`src/core/asap_map.vh`:
```
// Constants and timing for the static memory host controller
// Function
// - Wait one millisecond after power before access
// - Data set up 5.5 ns before end
// - Address valid at start, 7 ns before end
// - Strobe low 7 ns, cycles 10 ns apart
// - Select active 7 ns before write end
// - Strobe high in reads; address before select (the controller drives address and select on the same edge)
`ifndef ASAP_MAP_VH
`define ASAP_MAP_VH
`define ASAP_CLK_PS        25000
`define ASAP_T_POWER_US    1000
`define ASAP_T_RC_PS       10000
`define ASAP_T_AA_PS       10000
`define ASAP_T_ACE_PS      10000
`define ASAP_T_DOE_PS      5000
`define ASAP_T_HZOE_PS     5000
`define ASAP_T_WC_PS       10000
`define ASAP_T_SCE_PS      7000
`define ASAP_T_AW_PS       7000
`define ASAP_T_PWE_PS      7000
`define ASAP_T_SD_PS       5500
`define ASAP_T_HZWE_PS     5000
`define ASAP_ADDR_W        21
`define ASAP_DATA_W        8
`define ASAP_CYC(ps)       (((ps) + `ASAP_CLK_PS - 1) / `ASAP_CLK_PS)
`define ASAP_POWER_CYC     ((`ASAP_T_POWER_US * 1000000 + `ASAP_CLK_PS - 1) / `ASAP_CLK_PS)
`endif

```
`src/core/asap_counter.v`:
```
// Down counter used for every timed phase of the controller
`timescale 1ns/1ps
module asap_counter #(
  parameter W = 16
) (
  // Clock and reset
  input  wire         i_clk,
  input  wire         i_rst,
  // Control
  input  wire         i_load,
  input  wire [W-1:0] i_value,
  // Status
  output reg          o_done
);
  reg [W-1:0] count;

  always @(posedge i_clk or posedge i_rst)
  begin
    if (i_rst)
    begin
      count  <= {W{1'b0}};
      o_done <= 1'b0;
    end
    else if (i_load)
    begin
      count  <= i_value;
      o_done <= (i_value == {W{1'b0}});
    end
    else if (count != {W{1'b0}})
    begin
      count  <= count - {{(W-1){1'b0}}, 1'b1};
      o_done <= (count == {{(W-1){1'b0}}, 1'b1});
    end
    else
    begin
      o_done <= 1'b1;
    end
  end
endmodule

```
`src/core/asap_ctrl.v`:
```
// Host controller sequencing reads and writes of an asynchronous static memory
`timescale 1ns/1ps
`include "asap_map.vh"
module asap_ctrl #(
  parameter AW        = `ASAP_ADDR_W,
  parameter DW        = `ASAP_DATA_W,
  parameter POWER_CYC = `ASAP_POWER_CYC,
  parameter CW        = 16
) (
  // Clock and reset
  input  wire          i_clk,
  input  wire          i_rst,
  // User request
  input  wire          i_req,
  input  wire          i_we,
  input  wire [AW-1:0] i_addr,
  input  wire [DW-1:0] i_wdata,
  output reg           o_ready,
  output reg           o_done,
  output reg  [DW-1:0] o_rdata,
  // Memory pins
  output reg           o_chip_select_low_active_n,
  output reg           o_chip_select_high_active,
  output reg           o_output_enable_n,
  output reg           o_write_strobe_n,
  output reg  [AW-1:0] o_mem_addr,
  input  wire [DW-1:0] i_shared_data_lines,
  output reg  [DW-1:0] o_shared_data_lines,
  output reg           o_shared_data_lines_oe
);
  // Each phase lasts at least one cycle, so n cycles are loaded as n-1
  function [CW-1:0] cyc;
    input integer ps;
    integer c;
    begin
      c = `ASAP_CYC(ps);
      if (c < 1)
        c = 1;
      cyc = c[CW-1:0] - {{(CW-1){1'b0}}, 1'b1};
    end
  endfunction

  function integer max2;
    input integer a;
    input integer b;
    begin
      max2 = (a > b) ? a : b;
    end
  endfunction

  localparam [2:0] ST_POWER = 3'h0;
  localparam [2:0] ST_IDLE  = 3'h1;
  localparam [2:0] ST_RD    = 3'h2;
  localparam [2:0] ST_WR    = 3'h3;
  localparam [2:0] ST_WEND  = 3'h4;
  localparam [2:0] ST_REC   = 3'h5;

  // Read waits the slowest of address, select and enable paths
  localparam integer RD_PS  = max2(max2(`ASAP_T_AA_PS, `ASAP_T_ACE_PS), `ASAP_T_DOE_PS);
  // Strobe low long enough for pulse width, select, address and data setup
  localparam integer WR_PS  = max2(max2(`ASAP_T_PWE_PS, `ASAP_T_SCE_PS),
                                   max2(`ASAP_T_AW_PS, `ASAP_T_SD_PS));
  // Recovery covers bus release by the memory and cycle spacing
  localparam integer REC_PS = max2(max2(`ASAP_T_HZOE_PS, `ASAP_T_HZWE_PS),
                                   max2(`ASAP_T_WC_PS, `ASAP_T_RC_PS));
  // CW has to hold POWER_CYC; the default covers one millisecond at 40 MHz
  // The load edge is itself a cycle of the wait, so one less is loaded
  localparam integer  POWER_M1   = POWER_CYC - 1;
  localparam [CW-1:0] POWER_LOAD = POWER_M1[CW-1:0];

  reg  [2:0]    state;
  reg  [2:0]    next_state;
  reg           power_armed;
  reg           cnt_load;
  reg  [CW-1:0] cnt_value;
  wire          cnt_done;

  asap_counter #(
    .W (CW)
  ) u_cnt (
    .i_clk   (i_clk),
    .i_rst   (i_rst),
    .i_load  (cnt_load),
    .i_value (cnt_value),
    .o_done  (cnt_done)
  );

  always @*
  begin
    next_state = state;
    cnt_load   = 1'b0;
    cnt_value  = {CW{1'b0}};
    case (state)
      ST_POWER:
      begin
        // Power wait is loaded once, on the first edge after reset
        if (!power_armed)
        begin
          cnt_load  = 1'b1;
          cnt_value = POWER_LOAD;
        end
        else if (cnt_done)
        begin
          next_state = ST_IDLE;
        end
      end
      ST_IDLE:
      begin
        if (i_req)
        begin
          cnt_load   = 1'b1;
          next_state = i_we ? ST_WR : ST_RD;
          cnt_value  = i_we ? cyc(WR_PS) : cyc(RD_PS);
        end
      end
      ST_RD:
      begin
        if (cnt_done)
        begin
          cnt_load   = 1'b1;
          cnt_value  = cyc(REC_PS);
          next_state = ST_REC;
        end
      end
      ST_WR:
      begin
        if (cnt_done)
          next_state = ST_WEND;
      end
      ST_WEND:
      begin
        cnt_load   = 1'b1;
        cnt_value  = cyc(REC_PS);
        next_state = ST_REC;
      end
      ST_REC:
      begin
        if (cnt_done)
          next_state = ST_IDLE;
      end
      default:
      begin
        next_state = ST_IDLE;
      end
    endcase
  end

  always @(posedge i_clk or posedge i_rst)
  begin
    if (i_rst)
    begin
      state                      <= ST_POWER;
      power_armed                <= 1'b0;
      o_ready                    <= 1'b0;
      o_done                     <= 1'b0;
      o_rdata                    <= {DW{1'b0}};
      o_chip_select_low_active_n <= 1'b1;
      o_chip_select_high_active  <= 1'b0;
      o_output_enable_n          <= 1'b1;
      o_write_strobe_n           <= 1'b1;
      o_mem_addr                 <= {AW{1'b0}};
      o_shared_data_lines        <= {DW{1'b0}};
      o_shared_data_lines_oe     <= 1'b0;
    end
    else
    begin
      power_armed <= 1'b1;
      state       <= (state == ST_POWER && !power_armed) ? ST_POWER : next_state;
      o_done      <= 1'b0;
      o_ready     <= (next_state == ST_IDLE) && power_armed;
      case (state)
        ST_IDLE:
        begin
          if (i_req)
          begin
            // Address goes out with the select edge, never after it
            o_mem_addr                 <= i_addr;
            o_chip_select_low_active_n <= 1'b0;
            o_chip_select_high_active  <= 1'b1;
            o_write_strobe_n           <= ~i_we;
            // Enable stays high in writes so the memory never fights our drive
            o_output_enable_n          <= i_we;
            o_shared_data_lines        <= i_wdata;
            o_shared_data_lines_oe     <= i_we;
          end
        end
        ST_RD:
        begin
          if (cnt_done)
          begin
            // Taken on the edge that drops the enable; the memory holds data past it
            o_rdata                    <= i_shared_data_lines;
            o_done                     <= 1'b1;
            o_output_enable_n          <= 1'b1;
            o_chip_select_low_active_n <= 1'b1;
            o_chip_select_high_active  <= 1'b0;
          end
        end
        ST_WR:
        begin
          // The strobe edge ends the write; the selects follow a cycle later
          if (cnt_done)
            o_write_strobe_n <= 1'b1;
        end
        ST_WEND:
        begin
          // Data and address held one cycle past the strobe edge
          o_shared_data_lines_oe     <= 1'b0;
          o_chip_select_low_active_n <= 1'b1;
          o_chip_select_high_active  <= 1'b0;
          o_done                     <= 1'b1;
        end
        default:
        begin
          o_done <= 1'b0;
        end
      endcase
    end
  end

endmodule

```
`config.mk`:
```
export PLATFORM = sky130hd
export DESIGN_NAME = asap_ctrl
export DESIGN_NICKNAME = d
export VERILOG_FILES = /design/src/core/asap_counter.v /design/src/core/asap_ctrl.v
export VERILOG_INCLUDE_DIRS = /design/src /design/src/core
export SDC_FILE = /design/constraint.sdc
export NUM_CORES = 1
export LEC_CHECK = 0
export ABC_AREA = 1
export ABC_CLOCK_PERIOD_IN_PS = 2200
export BUFFER_PORTS_ARGS = -buffer_cell sky130_fd_sc_hd__buf_2
export CAP_MARGIN = 20
export CORE_MARGIN = 4
export CORE_UTILIZATION = 30
export DETAILED_ROUTE_END_ITERATION = 16
export GPL_TIMING_DRIVEN = 0
export PLACE_DENSITY_LB_ADDON = 0.2
export SETUP_SLACK_MARGIN = 0.2
export SLEW_MARGIN = 10
export SYNTH_ARGS = -nofsm -noshare
export SYNTH_HDL_FRONTEND = slang
export SYNTH_SLANG_ARGS = --single-unit
```
`constraint.sdc`:
```
create_clock -name i_clk -period 2.2 [get_ports i_clk]
set_input_delay 0.11 -clock i_clk [delete_from_list [all_inputs] [get_ports i_clk]]
set_output_delay 0.11 -clock i_clk [all_outputs]
set_load 0.02 [all_outputs]
```
==> flow_summary.ini, run 1 <==
[finish]
antenna_cells = 0
multiInputGateArea_mm2 = 0.00119
fill_cells = 997
final_util = 0.435
fin_cells = 638
drive_gt1_frac = 0.273
fin_nets = 544
area_delta_synth_final_pct = 41.2
regArea_mm2 = 0.00163

[synthesis]
synth-edff-count = 0
yosys-top-cells-count = 162 x nand2_1, 62 x dfrtp_1, 32 x nor2_1, 23 x inv_1, 12 x nand3_1
synth_nets = 409
synth.most_common_cell = nand2_1
synthArstFlopShare = 1.00
synth_top_area_frac = 0.518
synthDistinctLibCells = 28
avgSynthCellArea_um2 = 8.21
synth_area_leader_cell = dfrtp_1
syn_area_mm2 = 0.00300
ys_seq_elements = 65
synth_area_leaders = dfrtp_1 52%, nand2_1 20%, nor2_1 4.0%
synth-main-ff-cell = dfrtp_1
ys_seq_area_frac = 0.544
yosys_warnings = 0
synthCells = 365

[worst_setup_path]
r2r_end = u_cnt.count[14]
end_kind = flip-flop
critPathKind = flip-flop to flip-flop
rrSetupSlack_ns = 0.46
timing.rr.start = u_cnt.count[0]
cp-start-kind = flip-flop
cp_cell_sequence = inv_1 -> ha_1 -> nand3_1 -> nor2_1 -> nand2_1 -> xnor2_1 -> nand2_1 -> nor2_2
slowest_delay_ns = 0.43
cp.arrival_ns = 2.01
cpLargestDelayFamily = simple AND/OR/NAND/NOR gates
reg2regPathDepth = 8
critPathMostFrequentCell = nand2_1
crit_path_max_fanout = 6
path_buf_inv = 1
cp_slowest_cell = dfrtp_1
critPathRequiredTime_ns = 2.48

[timing]
finalSetupViolCount = 0
hold_violations = 0
rsz0062_at_grt = no
hold_ws_ns = 0.168
period_share = 0.789
period_minus_slack_ns = 1.74
finalMaxSlewViolations = 0
finalClockSkew_ns = 0.00951
max_freq_mhz = 576

[worst_hold_path]
min_from = i_req
worstHoldEndpoint = o_chip_select_low_active_n
holdPathStages = 4
min-delay-path-class = input port to flip-flop

[floorplanning]
ios = 85
die_h_um = 108
coreArea_mm2 = 0.00973
start_util = 0.308
fp.dieW_um = 108
die_area_mm2 = 0.0116
fp-row-count = 36

[global_route]
grt_max_degree = 57
grt_pass1_wl_um = 11900
antenna_found_initial = 0
grt_pass1_vias = 2604
grt.overflow.total = 0
grt_util_all_layers = 0.128

[cts]
clk_pin_slew_ns = 0.07
htreeDepth = 3
numCtsBuffers = 9
clock_sinks = 65
cts_setup_buffers = 0
post_cts_resized = 0
clkLatencyLatePin_ns = 0.34
clock_path_buffers = 2
clk_root_buffer_cell = clkbuf_8
cts_hold_buf = 39
tritoncts = done

[outcome]
status = complete, no violations

[routing]
drt_wl_total_um = 7190
drt_iter0_markers = 126
vias_per_cell = 4.24
ant_nets = 0
drc = 0
vias = 2703
firstDrtPassIters = 4
drt-wirelength-per-cell_um = 11.3

[job]
cap_violations = 0

[placement]
placed_cells = 583
port_buffers = 84
hpwl_um = 5090
place_congestion = 0.785

[power]
power_density_mw_per_mm2 = 1430
power_leakage_nw = 2.27
ir_drop_mv = 0.529
cell usage in the layout, fill, tap and decap left out, types with 2 or more instances in the layout:
cell and n:
ha_1 3, nor3_1 7, xnor2_1 4, dfrtp_1 62, a31oi_1 2, buf_2 88, o21ai_0 8, nor2_1 32
inv_2 7, o22ai_1 2, nand2_1 162, bufinv_16 2, dlygate4sd3_1 39, inv_1 22, a21oi_1 4, clkinvlp_4 2
nor2_4 2, nand3_2 3, nor2_2 5, clkbuf_1 3, nand3_1 12, a21oi_2 8, dfstp_2 3, nand3b_1 2
clkbuf_8 10
worst register-to-register path: cells and delay by family, from the launching register on:
family | cells | cell delay, ns
xor gates and xnor gates | 1 | 0.14
adders and majority gates | 1 | 0.23
buffers and inverters | 1 | 0.19
DFF | 1 | 0.43
and+or+nand+nor | 5 | 0.69
flip-flops by register name, summed over array words and instances, names as in the netlist:
name                        flops
o_mem_addr                     21
o_output_enable_n               1
o_ready                         1
o_shared_data_lines_oe          1
o_rdata                         8
o_write_strobe_n                1
state                           3
o_done                          1
o_shared_data_lines             8
u_cnt.o_done                    1
o_chip_select_high_active       1
u_cnt.count                    16
power_armed                     1
o_chip_select_low_active_n      1
where the power goes:
| group | internal [mW] | switching [mW] | leakage (nW) |
|---|---|---|---|
| clock | 0.671 | 0.474 | 0.109 |
| sequential | 1.76 | 0.346 | 0.810 |
| combinational | 0.999 | 1.78 | 1.35 |
| total | 3.43 | 2.60 | 2.27 |
worst max path at each step:
stage / startpoint / endpoint / slack (ns) / depth (start not counted)
2_1_floorplan: i_rst / o_chip_select_high_active / 0.47 / 1
3_3_place_gp: i_rst / o_mem_addr[17] / -0.52 / 2
3_5_place_dp: u_cnt.count[0] / u_cnt.count[14] / 0.46 / 8
4_1_cts: u_cnt.count[0] / u_cnt.count[14] / 0.45 / 8
5_1_grt: u_cnt.count[0] / u_cnt.count[14] / 0.28 / 8
6_report: u_cnt.count[0] / u_cnt.count[14] / 0.46 / 8
area by class of cell:
cell class                      instances  area share
Buffer                                  9      0.0148
Clock buffer                           10      0.0325
Clock inverter                          6      0.0210
Inverter                               30      0.0272
Multi-Input combinational cell        261       0.281
Sequential cell                        65       0.386
Tap cell                              133      0.0393
Timing Repair Buffer                  124       0.198
stage by stage:
| stage | TNS [ns] | worst slack (ns) | instance area, um2 | total power [mW] |
|---|---|---|---|---|
| global placement | -32.06 | -0.520 | 3580 | 4.84 |
| detailed placement | 0 | 0.460 | 3610 | 4.88 |
| global route | 0 | 0.283 | 4230 | 6.57 |
| finish | 0 | 0.465 | 4230 | 6.03 |
| floorplan | 0 | 0.469 | 3000 | 4.06 |
| CTS | 0 | 0.450 | 4230 | 6.11 |
logic make-up (layout without fill, tap and decap cells):
| family | after synthesis | count (layout) | share of synthesized area |
|---|---|---|---|
| fa+ha+maj | 3 | 3 | 0.0125 |
| xor+xnor | 4 | 4 | 0.0117 |
| buf+inv | 39 | 179 | 0.0585 |
| flops | 65 | 65 | 0.544 |
| other cells | 1 | 1 | 0.00125 |
| compound gates | 26 | 26 | 0.0560 |
| simple gates | 227 | 227 | 0.316 |
layer usage:
| layer | track usage | part of all wire | up-vias |
|---|---|---|---|
| met3 | 0.0354 | 0.043 | 6 |
| met2 | 0.214 | 0.50 | 63 |
| met4 | 0.0397 | 0.0095 | 0 |
| met5 | 0 | 0 | - |
| li1 | - | - | 1398 |
| met1 | 0.160 | 0.44 | 1236 |
(Power assumes the default switching activity.)
==> run 2: changes to the inputs <==
Settings changed: ABC_CLOCK_PERIOD_IN_PS 2200 to 1400.
Clock period 2.2 ns to 1.4 ns, I/O delays scaled along.
==> flow_summary.ini, run 2 (synthesized netlist as in run 1, its figures left out) <==
[outcome]
status = finished with violations
violations = setup timing

[cts]
clock_path_buffers = 2
htreeDepth = 3
numCtsBuffers = 9
clock_sinks = 65
clk_pin_slew_ns = 0.08
tritoncts = done
clkLatencyLatePin_ns = 0.35
clk_root_buffer_cell = clkbuf_8

[timing]
finalSetupViolCount = 23
finalClockSkew_ns = 0.00427
hold_violations = 0
max_freq_mhz = 648
finalMaxSlewViolations = 0
postLayoutSetupSlackWorst_ns = -0.142
setup_tns_ns = -2.14
period_share = 1.10
rsz0062_at_grt = yes
hold_ws_ns = 0.111
period_minus_slack_ns = 1.54

[routing]
vias_per_cell = 4.49
drc = 0
drt_iter0_markers = 142
ant_nets = 0
drt-wirelength-per-cell_um = 13.7
vias = 3104
drt_wl_total_um = 9500
firstDrtPassIters = 4

[global_route]
grt_util_all_layers = 0.155
antenna_found_initial = 0
grt_pass1_wl_um = 14200
grt.overflow.total = 0
grt_max_degree = 30
grt_pass1_vias = 3022

[floorplanning]
coreArea_mm2 = 0.00973
die_h_um = 108
start_util = 0.308
ios = 85
fp.dieW_um = 108
die_area_mm2 = 0.0116
fp-row-count = 36

[power]
power_density_mw_per_mm2 = 2230
switching_power_mw = 5.30
internal_power_mw = 7.02
clockPowerShare = 0.160
p_seq_frac = 0.285
switching_share = 0.430
power_leakage_nw = 2.79
ir_drop_mv = 0.800
fin_total_pwr_mw = 12.3
p_comb_frac = 0.555

[finish]
final_util = 0.567
drive_gt1_frac = 0.557
fin_nets = 597
fin_cells = 691
largest_reg_flops = 21
top_register = o_mem_addr
mostFrequentLayoutCells = 84 x buf_2, 82 x nand2_1, 60 x nand2_2
multiInputGateArea_mm2 = 0.00170
area_delta_synth_final_pct = 84.1
fill_cells = 818
final_area_mm2 = 0.00552
final_common_cell = buf_2
reg.largest.list = o_mem_addr x21, u_cnt.count x16
antenna_cells = 0
regArea_mm2 = 0.00164

[worst_setup_path]
cp-start-kind = flip-flop
cp.arrival_ns = 1.77
crit_path_max_fanout = 5
critPathRequiredTime_ns = 1.63
end_kind = flip-flop
critPathKind = flip-flop to flip-flop

[placement]
placed_cells = 584
dpl_worst_slack_ns = -0.177
port_buffers = 84
place_congestion = 0.797
hpwl_um = 5340
placed_area_mm2 = 0.00367

[worst_hold_path]
min-delay-path-class = input port to flip-flop

[job]
cap_violations = 0
run 2: changes by cell type in the layout (fill, tap and decap cells not counted), sizes merged:
cell and delta:
buf +51, bufinv +1, clkbuf +2, clkinvlp +1, inv -2
run 2: worst paths after layout:
kind | start | end | slack, ns | cells after the start
max | u_cnt.count[13] | u_cnt.count[4] | -0.14 | 8
min | i_req | state[1] | 0.11 | 3
max reg2reg | u_cnt.count[13] | u_cnt.count[4] | -0.14 | 8
min reg2reg | o_chip_select_low_active_n | o_chip_select_low_active_n | 0.49 | 2
max in group asynchronous | i_rst | o_output_enable_n | 0.47 | 5
min in group asynchronous | i_rst | o_shared_data_lines[6] | 0.22 | 3
run 2: worst max-delay path: stages, from the launching register on:
cell	delay (ns)
dfrtp_1	0.41
nor2_2	0.13
nand3_1	0.10
nor2_2	0.18
nand3_2	0.12
nor2_4	0.19
buf_12	0.14
buf_12	0.12
a21oi_2	0.03
run 2: timing repair:
item	in CTS	in global routing
pin swaps	35	51
setup buffers	36	8
setup endpoints to repair	60	63
endpoints found under the hold margin	75	0
gates cloned	5	3
resized for setup	97	108
hold buffers	39	0
run 2: routing by layer:
layer	wire, um	up-vias	global-route usage
met2	5100	67	0.281
met5	0	-	0
met1	3860	1508	0.178
met4	176	0	0.0478
li1	-	1513	-
met3	356	16	0.0420
run 2: power by group through the flow:
stage               combinational, mW  clock, mW  sequential [mW]
CTS                              5.92       2.01             3.34
global route                     7.44       2.10             3.60
detailed placement               4.47          0             3.34
floorplan                        2.47          0             4.02
finish                           6.84       1.97             3.51
global placement                 4.40          0             3.33
run 2: layout make-up:
type                       instances  area share
timing repair buffer             177       0.264
tap                              133      0.0302
clock inverter                     6      0.0206
inverter                          30      0.0277
clock buffer                      10      0.0231
multi-input combinational        261       0.308
sequential                        65       0.297
buffer                             9      0.0293
